File: src/hdl/dsc_pkg.sv
`default_nettype none
package dsc_pkg;
    // =========================================
    // register word indices, byte address is index times four
    localparam logic [13:0] IDX_P1_SEL = 14'h009C;
    localparam logic [13:0] IDX_P2_SEL = 14'h009D;
    localparam logic [13:0] IDX_P3_SEL = 14'h009E;
    localparam logic [13:0] IDX_CTRL = 14'h00AB;
    localparam logic [13:0] IDX_PSC = 14'h00AC;
    localparam logic [13:0] IDX_EXT = 14'h00AD;
    localparam logic [13:0] IDX_MISC_SEL = 14'h00B6;
    localparam logic [13:0] IDX_STATUS = 14'h00B8;
    localparam logic [13:0] IDX_RAM_FIRST = 14'h0500;
    localparam logic [13:0] IDX_RAM_LAST = 14'h051B;
    localparam int RAM_BYTES = 28;
    localparam logic [7:0] REG_RESET = 8'h00;
    // =========================================
    // field positions
    localparam int CTRL_TYPE_BIT = 7;
    localparam int CTRL_ON_BIT = 6;
    localparam int CTRL_DUTY_CODE_LOW_BIT = 4;
    localparam int EXT_RELEASE_BIT = 7;
    localparam int EXT_DUTY2_BIT = 6;
    localparam int EXT_DUTY1_BIT = 5;
    localparam logic [7:0] PSC_MASK = 8'h03;
    localparam logic [3:0] OSC_SLOW_A = 4'hA;
    localparam logic [3:0] OSC_SLOW_B = 4'hB;
    localparam logic [3:0] OSC_SLOW_C = 4'hD;
    // =========================================
    // timing
    localparam int CLK_HZ = 100000000;
    localparam int SRC_FAST_HZ = 128000;
    localparam int SRC_SLOW_HZ = 32768;
    localparam int FRAME_SLOW_HZ = 64;
    localparam int FRAME_FAST_HZ = 256;
    localparam int FAST_DIV = CLK_HZ / SRC_FAST_HZ;
    localparam int SLOW_DIV = CLK_HZ / SRC_SLOW_HZ;
    localparam logic [9:0] FRAME_TICKS_SLOW = 10'(SRC_SLOW_HZ / FRAME_SLOW_HZ);
    localparam logic [9:0] FRAME_TICKS_FAST = 10'(SRC_FAST_HZ / FRAME_FAST_HZ);
    localparam logic [2:0] PSC_MAX = 3'h4;
    // =========================================
    typedef enum logic [1:0] {
        SC_IDLE = 2'b00,
        SC_RUN = 2'b01,
        SC_HOLD = 2'b10
    } dsc_scan_t;
    typedef struct packed {
        logic [7:0] oe;
        logic [7:0] val;
    } dsc_pin8_t;
    // =========================================
    function automatic logic [3:0] led_duty(input logic [2:0] code);
        case (code)
            3'h1: led_duty = 4'h8;
            3'h2: led_duty = 4'h3;
            3'h3: led_duty = 4'h5;
            3'h4: led_duty = 4'h6;
            3'h5: led_duty = 4'h7;
            default: led_duty = 4'h4;
        endcase
    endfunction
    function automatic logic [3:0] lcd_duty(input logic [2:0] code);
        case (code)
            3'h1: lcd_duty = 4'h8;
            3'h3: lcd_duty = 4'h5;
            3'h4, 3'h5: lcd_duty = 4'h6;
            default: lcd_duty = 4'h4;
        endcase
    endfunction
    function automatic logic [4:0] lcd_segs(input logic [2:0] code);
        case (code)
            3'h1: lcd_segs = 5'h18;
            3'h3: lcd_segs = 5'h1B;
            3'h4, 3'h5: lcd_segs = 5'h1A;
            default: lcd_segs = 5'h1C;
        endcase
    endfunction
endpackage
`default_nettype wire

File: src/hdl/dsc_display_scan.sv
`default_nettype none
module dsc_display_scan (
    input wire logic ref_clk,
    input wire logic sys_rst,
    input wire logic wb_cyc,
    input wire logic wb_stb,
    input wire logic wb_we,
    input wire logic [15:0] wb_adr,
    input wire logic [3:0] wb_sel,
    input wire logic [31:0] wb_dat_w,
    output logic [31:0] wb_dat_r,
    output logic wb_ack,
    input wire logic [3:0] oscillator_option_code,
    input wire logic scan_hold_option,
    output dsc_pkg::dsc_pin8_t led_segment_output,
    output dsc_pkg::dsc_pin8_t led_common_output,
    output logic [7:0] lcd_common_output,
    output logic [7:0] lcd_common_oe,
    output logic [27:0] lcd_segment_output,
    output logic [27:0] lcd_segment_oe
);

    // =========================================
    // registers
    logic [7:0] p1_reg;
    logic [7:0] p2_reg;
    logic [7:0] p3_reg;
    logic [7:0] ctrl_reg;
    logic [7:0] psc_reg;
    logic [7:0] ext_reg;
    logic [7:0] misc_reg;
    logic [7:0] ram_reg [0:dsc_pkg::RAM_BYTES-1];
    logic ack_reg;
    logic [31:0] rdat_reg;

    // =========================================
    // bus decode
    logic req;
    logic [13:0] widx;
    logic wr;
    logic rd_take;
    logic ram_hit;
    logic [13:0] ram_off;
    logic [4:0] ram_sel;
    logic [7:0] stat_byte;
    logic [7:0] rd_byte;

    assign req = wb_cyc & wb_stb;
    assign widx = wb_adr[15:2];
    // commit on the edge where the master sees ack
    assign wr = req & wb_we & ack_reg & wb_sel[0];
    assign rd_take = req & ~ack_reg;
    assign ram_hit = (widx >= dsc_pkg::IDX_RAM_FIRST) && (widx <= dsc_pkg::IDX_RAM_LAST);
    assign ram_off = widx - dsc_pkg::IDX_RAM_FIRST;
    assign ram_sel = ram_off[4:0];

    assign rd_byte = ram_hit ? ram_reg[ram_sel] :
        (widx == dsc_pkg::IDX_P1_SEL) ? p1_reg :
        (widx == dsc_pkg::IDX_P2_SEL) ? p2_reg :
        (widx == dsc_pkg::IDX_P3_SEL) ? p3_reg :
        (widx == dsc_pkg::IDX_CTRL) ? ctrl_reg :
        (widx == dsc_pkg::IDX_PSC) ? psc_reg :
        (widx == dsc_pkg::IDX_EXT) ? ext_reg :
        (widx == dsc_pkg::IDX_MISC_SEL) ? misc_reg :
        (widx == dsc_pkg::IDX_STATUS) ? stat_byte : 8'h00;

    always_ff @(posedge ref_clk) begin
        if (sys_rst) begin
            ack_reg <= 1'b0;
            rdat_reg <= 32'h0000_0000;
        end else begin
            ack_reg <= rd_take;
            if (rd_take) begin
                rdat_reg <= {24'h00_0000, rd_byte};
            end
        end
    end

    always_ff @(posedge ref_clk) begin
        if (sys_rst) begin
            p1_reg <= dsc_pkg::REG_RESET;
            p2_reg <= dsc_pkg::REG_RESET;
            p3_reg <= dsc_pkg::REG_RESET;
            ctrl_reg <= dsc_pkg::REG_RESET;
            psc_reg <= dsc_pkg::REG_RESET;
            ext_reg <= dsc_pkg::REG_RESET;
            misc_reg <= dsc_pkg::REG_RESET;
        end else if (wr) begin
            case (widx)
                dsc_pkg::IDX_P1_SEL: p1_reg <= wb_dat_w[7:0];
                dsc_pkg::IDX_P2_SEL: p2_reg <= wb_dat_w[7:0];
                dsc_pkg::IDX_P3_SEL: p3_reg <= wb_dat_w[7:0];
                dsc_pkg::IDX_CTRL: ctrl_reg <= wb_dat_w[7:0];
                dsc_pkg::IDX_PSC: psc_reg <= wb_dat_w[7:0] & dsc_pkg::PSC_MASK;
                dsc_pkg::IDX_EXT: ext_reg <= wb_dat_w[7:0];
                dsc_pkg::IDX_MISC_SEL: misc_reg <= wb_dat_w[7:0];
                default: ;
            endcase
        end
    end

    assign wb_ack = ack_reg;
    assign wb_dat_r = rdat_reg;

    // =========================================
    // option inputs come from pads, two stages first
    logic [3:0] osc_s1_reg;
    logic [3:0] osc_reg;
    logic hold_s1_reg;
    logic hold_opt_reg;

    always_ff @(posedge ref_clk) begin
        if (sys_rst) begin
            osc_s1_reg <= 4'h0;
            osc_reg <= 4'h0;
            hold_s1_reg <= 1'b0;
            hold_opt_reg <= 1'b0;
        end else begin
            osc_s1_reg <= oscillator_option_code;
            osc_reg <= osc_s1_reg;
            hold_s1_reg <= scan_hold_option;
            hold_opt_reg <= hold_s1_reg;
        end
    end

    // =========================================
    // control fields
    logic type_led;
    logic drv_on;
    logic pins_release;
    logic [2:0] duty_code;
    logic led_active;
    logic lcd_active;
    logic [3:0] duty_n;
    logic [4:0] seg_n;

    assign type_led = ctrl_reg[dsc_pkg::CTRL_TYPE_BIT];
    assign drv_on = ctrl_reg[dsc_pkg::CTRL_ON_BIT];
    assign pins_release = ext_reg[dsc_pkg::EXT_RELEASE_BIT];
    assign duty_code = {ext_reg[dsc_pkg::EXT_DUTY2_BIT], ext_reg[dsc_pkg::EXT_DUTY1_BIT],
        ctrl_reg[dsc_pkg::CTRL_DUTY_CODE_LOW_BIT]};
    // the two drivers share one enable, the type bit picks one
    assign led_active = type_led & drv_on;
    assign lcd_active = ~type_led & drv_on;
    assign duty_n = type_led ? dsc_pkg::led_duty(duty_code) : dsc_pkg::lcd_duty(duty_code);
    assign seg_n = dsc_pkg::lcd_segs(duty_code);

    // =========================================
    // display clock: rates are enables from the system clock
    logic [9:0] fast_cnt_reg;
    logic [11:0] slow_cnt_reg;
    logic [1:0] psc_cnt_reg;
    logic fast_tick;
    logic slow_tick;
    logic slow_sel;
    logic [2:0] psc_div;
    logic psc_tick;
    logic disp_tick;
    logic [9:0] frame_ticks;
    logic [9:0] slot_len;

    assign fast_tick = fast_cnt_reg == 10'(dsc_pkg::FAST_DIV - 1);
    assign slow_tick = slow_cnt_reg == 12'(dsc_pkg::SLOW_DIV - 1);
    assign slow_sel = (osc_reg == dsc_pkg::OSC_SLOW_A) || (osc_reg == dsc_pkg::OSC_SLOW_B) ||
        (osc_reg == dsc_pkg::OSC_SLOW_C);
    assign psc_div = dsc_pkg::PSC_MAX - {1'b0, psc_reg[1:0]};
    assign psc_tick = fast_tick && ({1'b0, psc_cnt_reg} == psc_div - 3'h1);
    assign disp_tick = slow_sel ? slow_tick : psc_tick;
    assign frame_ticks = slow_sel ? dsc_pkg::FRAME_TICKS_SLOW : dsc_pkg::FRAME_TICKS_FAST;
    // integer share, the frame loses the remainder ticks
    assign slot_len = 10'(frame_ticks / {6'h00, duty_n});

    always_ff @(posedge ref_clk) begin
        if (sys_rst) begin
            fast_cnt_reg <= 10'h000;
            slow_cnt_reg <= 12'h000;
            psc_cnt_reg <= 2'h0;
        end else begin
            fast_cnt_reg <= fast_tick ? 10'h000 : fast_cnt_reg + 10'h001;
            slow_cnt_reg <= slow_tick ? 12'h000 : slow_cnt_reg + 12'h001;
            if (fast_tick) begin
                psc_cnt_reg <= psc_tick ? 2'h0 : psc_cnt_reg + 2'h1;
            end
        end
    end

    // =========================================
    // scan sequencer
    dsc_pkg::dsc_scan_t state_reg;
    dsc_pkg::dsc_scan_t state_next;
    logic [2:0] com_idx_reg;
    logic [9:0] slot_cnt_reg;
    logic slot_end;
    logic com_last;

    assign state_next = ~(led_active | lcd_active) ? dsc_pkg::SC_IDLE :
        (pins_release & hold_opt_reg) ? dsc_pkg::SC_HOLD : dsc_pkg::SC_RUN;
    assign slot_end = slot_cnt_reg >= slot_len - 10'h001;
    assign com_last = {1'b0, com_idx_reg} >= duty_n - 4'h1;

    always_ff @(posedge ref_clk) begin
        if (sys_rst) begin
            state_reg <= dsc_pkg::SC_IDLE;
            com_idx_reg <= 3'h0;
            slot_cnt_reg <= 10'h000;
        end else begin
            state_reg <= state_next;
            case (state_reg)
                dsc_pkg::SC_IDLE: begin
                    com_idx_reg <= 3'h0;
                    slot_cnt_reg <= 10'h000;
                end
                dsc_pkg::SC_RUN: begin
                    if ({1'b0, com_idx_reg} >= duty_n) begin
                        com_idx_reg <= 3'h0;
                        slot_cnt_reg <= 10'h000;
                    end else if (disp_tick && slot_end) begin
                        slot_cnt_reg <= 10'h000;
                        com_idx_reg <= com_last ? 3'h0 : com_idx_reg + 3'h1;
                    end else if (disp_tick) begin
                        slot_cnt_reg <= slot_cnt_reg + 10'h001;
                    end
                end
                dsc_pkg::SC_HOLD: ;
                default: begin
                    com_idx_reg <= 3'h0;
                    slot_cnt_reg <= 10'h000;
                end
            endcase
        end
    end

    assign stat_byte = {1'b0, state_reg == dsc_pkg::SC_HOLD, lcd_active, led_active,
        1'b0, com_idx_reg};

    // =========================================
    // pin data
    logic led_pins;
    logic lcd_pins;
    logic [7:0] com_onehot;
    logic [7:0] led_byte;
    logic [27:0] seg_own;
    logic [27:0] lcd_seg_next;
    logic [27:0] lcd_oe_next;

    assign led_pins = led_active & ~pins_release;
    assign lcd_pins = lcd_active & ~pins_release;
    assign com_onehot = 8'h01 << com_idx_reg;
    assign led_byte = ram_reg[com_idx_reg];
    // glass pin ownership only; led mode never looks at these
    assign seg_own = {4'hF, misc_reg, p2_reg, p1_reg};

    genvar gi;
    generate
        for (gi = 0; gi < dsc_pkg::RAM_BYTES; gi++) begin : g_entry
            always_ff @(posedge ref_clk) begin
                if (sys_rst) begin
                    ram_reg[gi] <= 8'h00;
                end else if (wr && ram_hit && ram_sel == 5'(gi)) begin
                    ram_reg[gi] <= wb_dat_w[7:0];
                end
            end
            // com index stays below duty, so unused high bits stay unread
            assign lcd_seg_next[gi] = lcd_active && (5'(gi) < seg_n) &&
                ram_reg[gi][com_idx_reg];
            assign lcd_oe_next[gi] = lcd_pins && seg_own[gi] && (5'(gi) < seg_n);
        end
    endgenerate

    always_ff @(posedge ref_clk) begin
        if (sys_rst) begin
            led_segment_output <= '0;
            led_common_output <= '0;
            lcd_common_output <= 8'h00;
            lcd_common_oe <= 8'h00;
            lcd_segment_output <= 28'h000_0000;
            lcd_segment_oe <= 28'h000_0000;
        end else begin
            led_segment_output.val <= led_active ? led_byte : 8'h00;
            led_segment_output.oe <= led_pins ? p1_reg : 8'h00;
            led_common_output.val <= led_active ? com_onehot : 8'h00;
            led_common_output.oe <= led_pins ? p3_reg : 8'h00;
            lcd_common_output <= lcd_active ? com_onehot : 8'h00;
            lcd_common_oe <= lcd_pins ? 8'hFF : 8'h00;
            lcd_segment_output <= lcd_seg_next;
            lcd_segment_oe <= lcd_oe_next;
        end
    end
endmodule
`default_nettype wire

File: config.mk
export PLATFORM = sky130hd
export DESIGN_NAME = dsc_display_scan
export DESIGN_NICKNAME = d
export VERILOG_FILES = /design/src/hdl/dsc_pkg.sv /design/src/hdl/dsc_display_scan.sv
export SDC_FILE = /design/constraint.sdc
export NUM_CORES = 1
export LEC_CHECK = 0
export BUFFER_PORTS_ARGS = -buffer_cell sky130_fd_sc_hd__buf_2
export CAP_MARGIN = 20
export CORE_AREA = 5 5 308 310
export CTS_CLUSTER_DIAMETER = 150
export CTS_CLUSTER_SIZE = 8
export DETAILED_ROUTE_END_ITERATION = 8
export DIE_AREA = 0 0 313 315
export PLACE_DENSITY_LB_ADDON = 0.12
export SYNTH_ARGS = -nofsm -noshare
export SYNTH_HDL_FRONTEND = slang
export SYNTH_SLANG_ARGS = --single-unit
File: constraint.sdc
create_clock -name ref_clk -period 19.5 [get_ports ref_clk]
set_clock_uncertainty 0.2 [all_clocks]
set_input_delay 2.925 -clock ref_clk [delete_from_list [all_inputs] [get_ports ref_clk]]
set_output_delay 2.925 -clock ref_clk [all_outputs]
set_load 0.01 [all_outputs]
==> results.cfg, run 1 <==
[synth]
synth_edf_count = 224
yosysUniqueCellTypes = 91
yosysMostFrequentCell = and2_1
avgSynthCellArea_um2 = 11.2
ys.flop_type = edfxtp_1
synth_area_leaders = edfxtp_1, dfxtp_1, mux4_2
synth_commonest_cells = and2_1, edfxtp_1, dfxtp_1
synth_top_area_share_pct = 29.6
yosysTopAreaCell = edfxtp_1
syn_area_um2 = 22700
synthCells = 2038
synthArstFlopShare_pct = 0
ys_seq_area_share_pct = 47.6
synth-seq-cells = 429
ys.warnings.count = 0

[timing]
setup_violations = 0
post-route-period-util_pct = 93.2
tns_ns = 0
slew-limit-headroom_pct = 25.4
max_freq_mhz = 55.1
period_minus_slack_ns = 18.16
hold_viol = 0
tightest_slew_ns = 1.12
grt_setup_unrepaired = no
drv_slew = 0

[detailed_routing]
drtIter0Drc = 1232
via_per_inst = 4.85
first_pass_iters = 5
wl_um = 74900
num_vias = 16400
drc_errors = 0
routedWlPerCell_um = 22.2
ant_nets = 0

[critical_path]
r2r_cells = 79
path_max_fanout = 9
r2r_slack_ns = 1.34
r2r_start = ctrl_reg[4]
cp-start-kind = flop
crit_path_end_kind = flop
crit_top_cell = ha_1
worstPathArrival_ns = 18.49
r2r-end = slot_cnt_reg[8]
worstPathRequired_ns = 19.83
critical_path.max_stage_delay_ns = 0.53
criticalPathCategory = reg -> reg
slowest_stage = dfxtp_1

[hold_path]
min_from = hold_s1_reg
hp-class = reg -> reg
hold_end = hold_opt_reg
whs_path_depth = 1

[cells_and_area]
final_cells = 3371
nNetsFinal = 2268
syn2layout_area_growth_pct = 15.9
fill_cells = 9429
multi_input_area_um2 = 11200
ff_latch_area_um2 = 10800
layout-drive-gt1-share_pct = 19.6
largest_reg_flops = 224

[die]
num_rows = 111
initial_core_util_pct = 24.9
die_h_um = 315
num_io_pins = 199
die_w_um = 313
core_area_um2 = 91400
dieArea_um2 = 98600

[clocking]
cts_tree = yes
cts.sinks = 429
cts_buffers = 59
cts-root-buf = clkbuf_16
clkLatencyLatePin_ns = 0.63
htreeDepth = 2
clk_transition_reported_paths_ns = 0.05
hold_buffers = 0
clockBufferDepth = 3

[grt]
grt_pass1_vias = 16900
antenna_found_initial = 2
grt_max_degree = 64
overflow = 0
track_usage_pct = 14.9
grt_pass1_wl_um = 113000

[placed_design]
gp_congestion = 0.802
dp_hpwl_um = 51600
dpl.cell_count = 3269
io_buffers = 145

[power_and_ir_drop]
vdd_ir_drop_max_uv = 77.8
power_density_nw_per_um2 = 82.5
power.leakage_nw = 9.71

[flow_run]
max_cap_viol_count = 0

[run_status]
status = finished clean
-- critical path: cells and delay by family (launching register included) --
family / cells / cell delay [ns]
adders and majority gates: 11 / 3.35
xor gates and xnor gates: 2 / 0.46
and+or+nand+nor: 26 / 5.23
buffers and inverters: 4 / 0.49
muxes: 4 / 1.31
AOI/OAI and AO/OA: 32 / 6.47
DFF: 1 / 0.53
-- stage by stage --
| stage | power, W | util (%) | area [µm²] | hold slack [ns] | setup slack [ns] |
|---|---|---|---|---|---|
| 2_1_floorplan | 0.00115 | - | 22800 | 0.202 | 1.91 |
| 3_3_place_gp | 0.00122 | 26.9 | 24600 | 0.225 | 1.28 |
| 3_5_place_dp | 0.00122 | 26.9 | 24600 | 0.223 | 1.13 |
| 4_1_cts | 0.00221 | 28.7 | 26300 | 0.226 | 1.06 |
| 5_1_grt | 0.00227 | 28.8 | 26300 | 0.249 | 0.0452 |
| 6_report | 0.00217 | 28.8 | 26400 | 0.225 | 1.34 |
-- placed cells by master, fill, tap and decap left out, types with 27 or more instances in the layout --
cell | Yosys | routed
and2_1 | 269 | 269
edfxtp_1 | 224 | 224
dfxtp_1 | 205 | 202
nor2_1 | 171 | 170
nand2_1 | 148 | 148
buf_2 | 2 | 143
mux4_2 | 136 | 136
a21oi_1 | 108 | 106
nand3_1 | 92 | 92
ha_1 | 60 | 60
clkbuf_16 | 0 | 59
nor3_1 | 41 | 40
clkbuf_1 | 93 | 33
xor2_1 | 32 | 32
o21ai_0 | 31 | 31
inv_1 | 32 | 31
buf_4 | 32 | 31
mux2i_1 | 30 | 30
o21bai_1 | 27 | 27
-- where the power goes --
group / switching, W / internal [W] / leakage, nW
clock: 0.000405 / 0.000560 / 0.801
combinational: 0.000140 / 0.0000890 / 4.92
sequential: 0.0000136 / 0.000967 / 3.99
-- cell type report --
class / instances / share of cell area, %
Antenna cell: 5 / 0.0475
Timing Repair Buffer: 177 / 3.76
Clock inverter: 3 / 0.261
Clock buffer: 93 / 6.13
Tap cell: 1186 / 5.63
Sequential cell: 429 / 41.1
Inverter: 35 / 0.499
Multi-Input combinational cell: 1443 / 42.5
-- kinds of logic (layout without fill, tap and decap cells) --
family                     Yosys count  in the layout  share of synthesized area, %
AOI/OAI and AO/OA                  284            284                          8.56
xor gates and xnor gates            55             55                          2.12
adders and majority gates           61             61                          3.39
buffers and inverters              189            308                          3.73
DFF                                429            429                          47.6
muxes                              174            174                          15.2
other                                1             29                        0.0165
and+or+nand+nor                    845            845                          19.3
-- repair_timing --
action / 4_1_cts / 5_1_grt
gates resized for setup: 0 / 13
setup buffers: 0 / 0
setup endpoints to repair: 0 / 13
-- how the worst max path moves through the flow --
stage                startpoint  slack, ns              end  cells past startpoint
floorplan            ext_reg[5]       1.91  slot_cnt_reg[2]                     81
global placement    ctrl_reg[4]       1.28  slot_cnt_reg[6]                     85
detailed placement   ext_reg[6]       1.13  slot_cnt_reg[5]                     83
CTS                 ctrl_reg[4]       1.06  slot_cnt_reg[5]                     82
global route        ctrl_reg[4]       0.05  slot_cnt_reg[3]                     85
finish              ctrl_reg[4]       1.34  slot_cnt_reg[8]                     79
-- layer usage --
layer | vias up | GRT usage, % | routed length (µm)
met5 | - | 0 | 0
met4 | 0 | 3.42 | 1760
met3 | 110 | 2.13 | 3230
met2 | 425 | 25.3 | 35800
met1 | 8254 | 20.3 | 34100
li1 | 7570 | - | -
Power figures use the tool's default switching activity.
==> inputs of run 2 (changes only) <==
--- a/config.mk
+++ b/config.mk
@@ -13,6 +13,7 @@
 export DETAILED_ROUTE_END_ITERATION = 8
 export DIE_AREA = 0 0 313 315
 export PLACE_DENSITY_LB_ADDON = 0.12
+export RECOVER_POWER = 50
 export SYNTH_ARGS = -nofsm -noshare
 export SYNTH_HDL_FRONTEND = slang
 export SYNTH_SLANG_ARGS = --single-unit
==> results.cfg, run 2 (same netlist as run 1, synthesis figures left out) <==
[run_status]
status = finished, violations left
failed_checks = capacitance limit, slew limit

[die]
initial_core_util_pct = 24.9
die_w_um = 313
dieArea_um2 = 98600
core_area_um2 = 91400
die_h_um = 315
num_rows = 111
num_io_pins = 199

[clocking]
cts-root-buf = clkbuf_16
clkLatencyLatePin_ns = 0.63
htreeDepth = 2
clk_transition_reported_paths_ns = 0.05
cts_buffers = 59
clockBufferDepth = 3
hold_buffers = 0
cts.sinks = 429
cts_tree = yes

[critical_path]
crit_top_cell = ha_1
r2r_slack_ns = 1.34
crit_path_end_kind = flop
criticalPathCategory = reg -> reg
path_max_fanout = 9
worstPathRequired_ns = 19.83
worstPathArrival_ns = 18.48
slowest_stage = dfxtp_1
critical_path.max_stage_delay_ns = 0.52
cp-start-kind = flop

[grt]
grt_max_degree = 64
grt_pass1_wl_um = 113000
grt_pass1_vias = 16900
track_usage_pct = 14.9
antenna_found_initial = 1
overflow = 0

[cells_and_area]
multi_input_area_um2 = 11200
syn2layout_area_growth_pct = 15.1
final_area_um2 = 26200
fill_cells = 9498
ff_latch_area_um2 = 10800
nNetsFinal = 2268
layout-drive-gt1-share_pct = 13.9
layout_commonest_cell = and2_1
mostFrequentLayoutCells = and2_1, edfxtp_1, dfxtp_1, nor2_1, clkbuf_1
largest_reg_flops = 224

[placed_design]
gp_congestion = 0.802
place_area_um2 = 24600
io_buffers = 145
dp_hpwl_um = 51600

[flow_run]
max_cap_viol_count = 3

[power_and_ir_drop]
clkPwrFrac_pct = 44.3
seq_power_share_pct = 45.1
power.internal_w = 0.00162
pwr-share-comb_pct = 10.6
vdd_ir_drop_max_uv = 77.4
power.leakage_nw = 9.14
p_sw_w = 0.000557
p_sw_share_pct = 25.6
power_density_nw_per_um2 = 83.1

[detailed_routing]
drc_errors = 0
first_pass_iters = 6
ant_nets = 0
routedWlPerCell_um = 22.2
via_per_inst = 4.85
num_vias = 16300
wl_um = 75000
drtIter0Drc = 1147

[timing]
period_minus_slack_ns = 18.16
tns_ns = 0
slew-limit-headroom_pct = -115
hold_viol = 0
setup_violations = 0
drv_slew = 145
grt_setup_unrepaired = no
tightest_slew_ns = 3.23
post-route-period-util_pct = 93.1
max_freq_mhz = 55.1

[hold_path]
hp-class = reg -> reg
run 2: worst max-delay path: cells and delay by family, from the launching register on:
family | cells | cell delay [ns]
xor+xnor | 2 | 0.46
fa+ha+maj | 11 | 3.35
buf+inv | 4 | 0.49
flops | 1 | 0.52
compound gates | 32 | 6.49
simple gates | 26 | 5.22
mux | 4 | 1.31
run 2: worst paths after layout:
path	from	to	cells after the start
worst min-delay path	hold_s1_reg	hold_opt_reg	1
worst max-delay path	ctrl_reg[4]	slot_cnt_reg[8]	79
worst min register to register	hold_s1_reg	hold_opt_reg	1
worst max register to register	ctrl_reg[4]	slot_cnt_reg[8]	79
run 2: power by group through the flow:
stage	Clock [W]	Sequential [W]	Combinational (W)
floorplan	0	0.000992	0.000159
global placement	0	0.000998	0.000225
detailed placement	0	0.000998	0.000226
CTS	0.00100	0.000980	0.000227
global route	0.00104	0.000981	0.000249
finish	0.000964	0.000980	0.000230
run 2: timing repair:
action                                 CTS  global route
setup endpoints to repair                0            13
buffers inserted                         0             0
gates resized for setup                  0            13
endpoints found under the hold margin    0             0
run 2: cell type report:
class,count,area share (%)
sequential,429,41.4
multi-input combinational,1443,42.8
timing repair buffer,177,3.09
inverter,35,0.502
clock inverter,3,0.263
tap,1186,5.67
clock buffer,93,6.17
antenna,4,0.0383
run 2: stage by stage:
stage          setup slack, ns  utilization, %  cells  hold slack [ns]  power (W)
2_1_floorplan             1.91               -   2061            0.202    0.00115
3_3_place_gp              1.28            26.9   3268            0.225    0.00122
3_5_place_dp              1.13            26.9   3269            0.223    0.00122
4_1_cts                   1.06            28.7   3365            0.226    0.00221
5_1_grt                 0.0451            28.6   3366            0.249    0.00227
6_report                  1.34            28.6   3370            0.228    0.00217
run 2: metal layers:
| metal | global-route usage (%) | wire [µm] | up-vias |
|---|---|---|---|
| li1 | - | - | 7569 |
| met1 | 20.3 | 33900 | 8204 |
| met2 | 25.3 | 35800 | 463 |
| met3 | 2.13 | 3590 | 112 |
| met4 | 3.42 | 1760 | 0 |
| met5 | 0 | 0 | - |
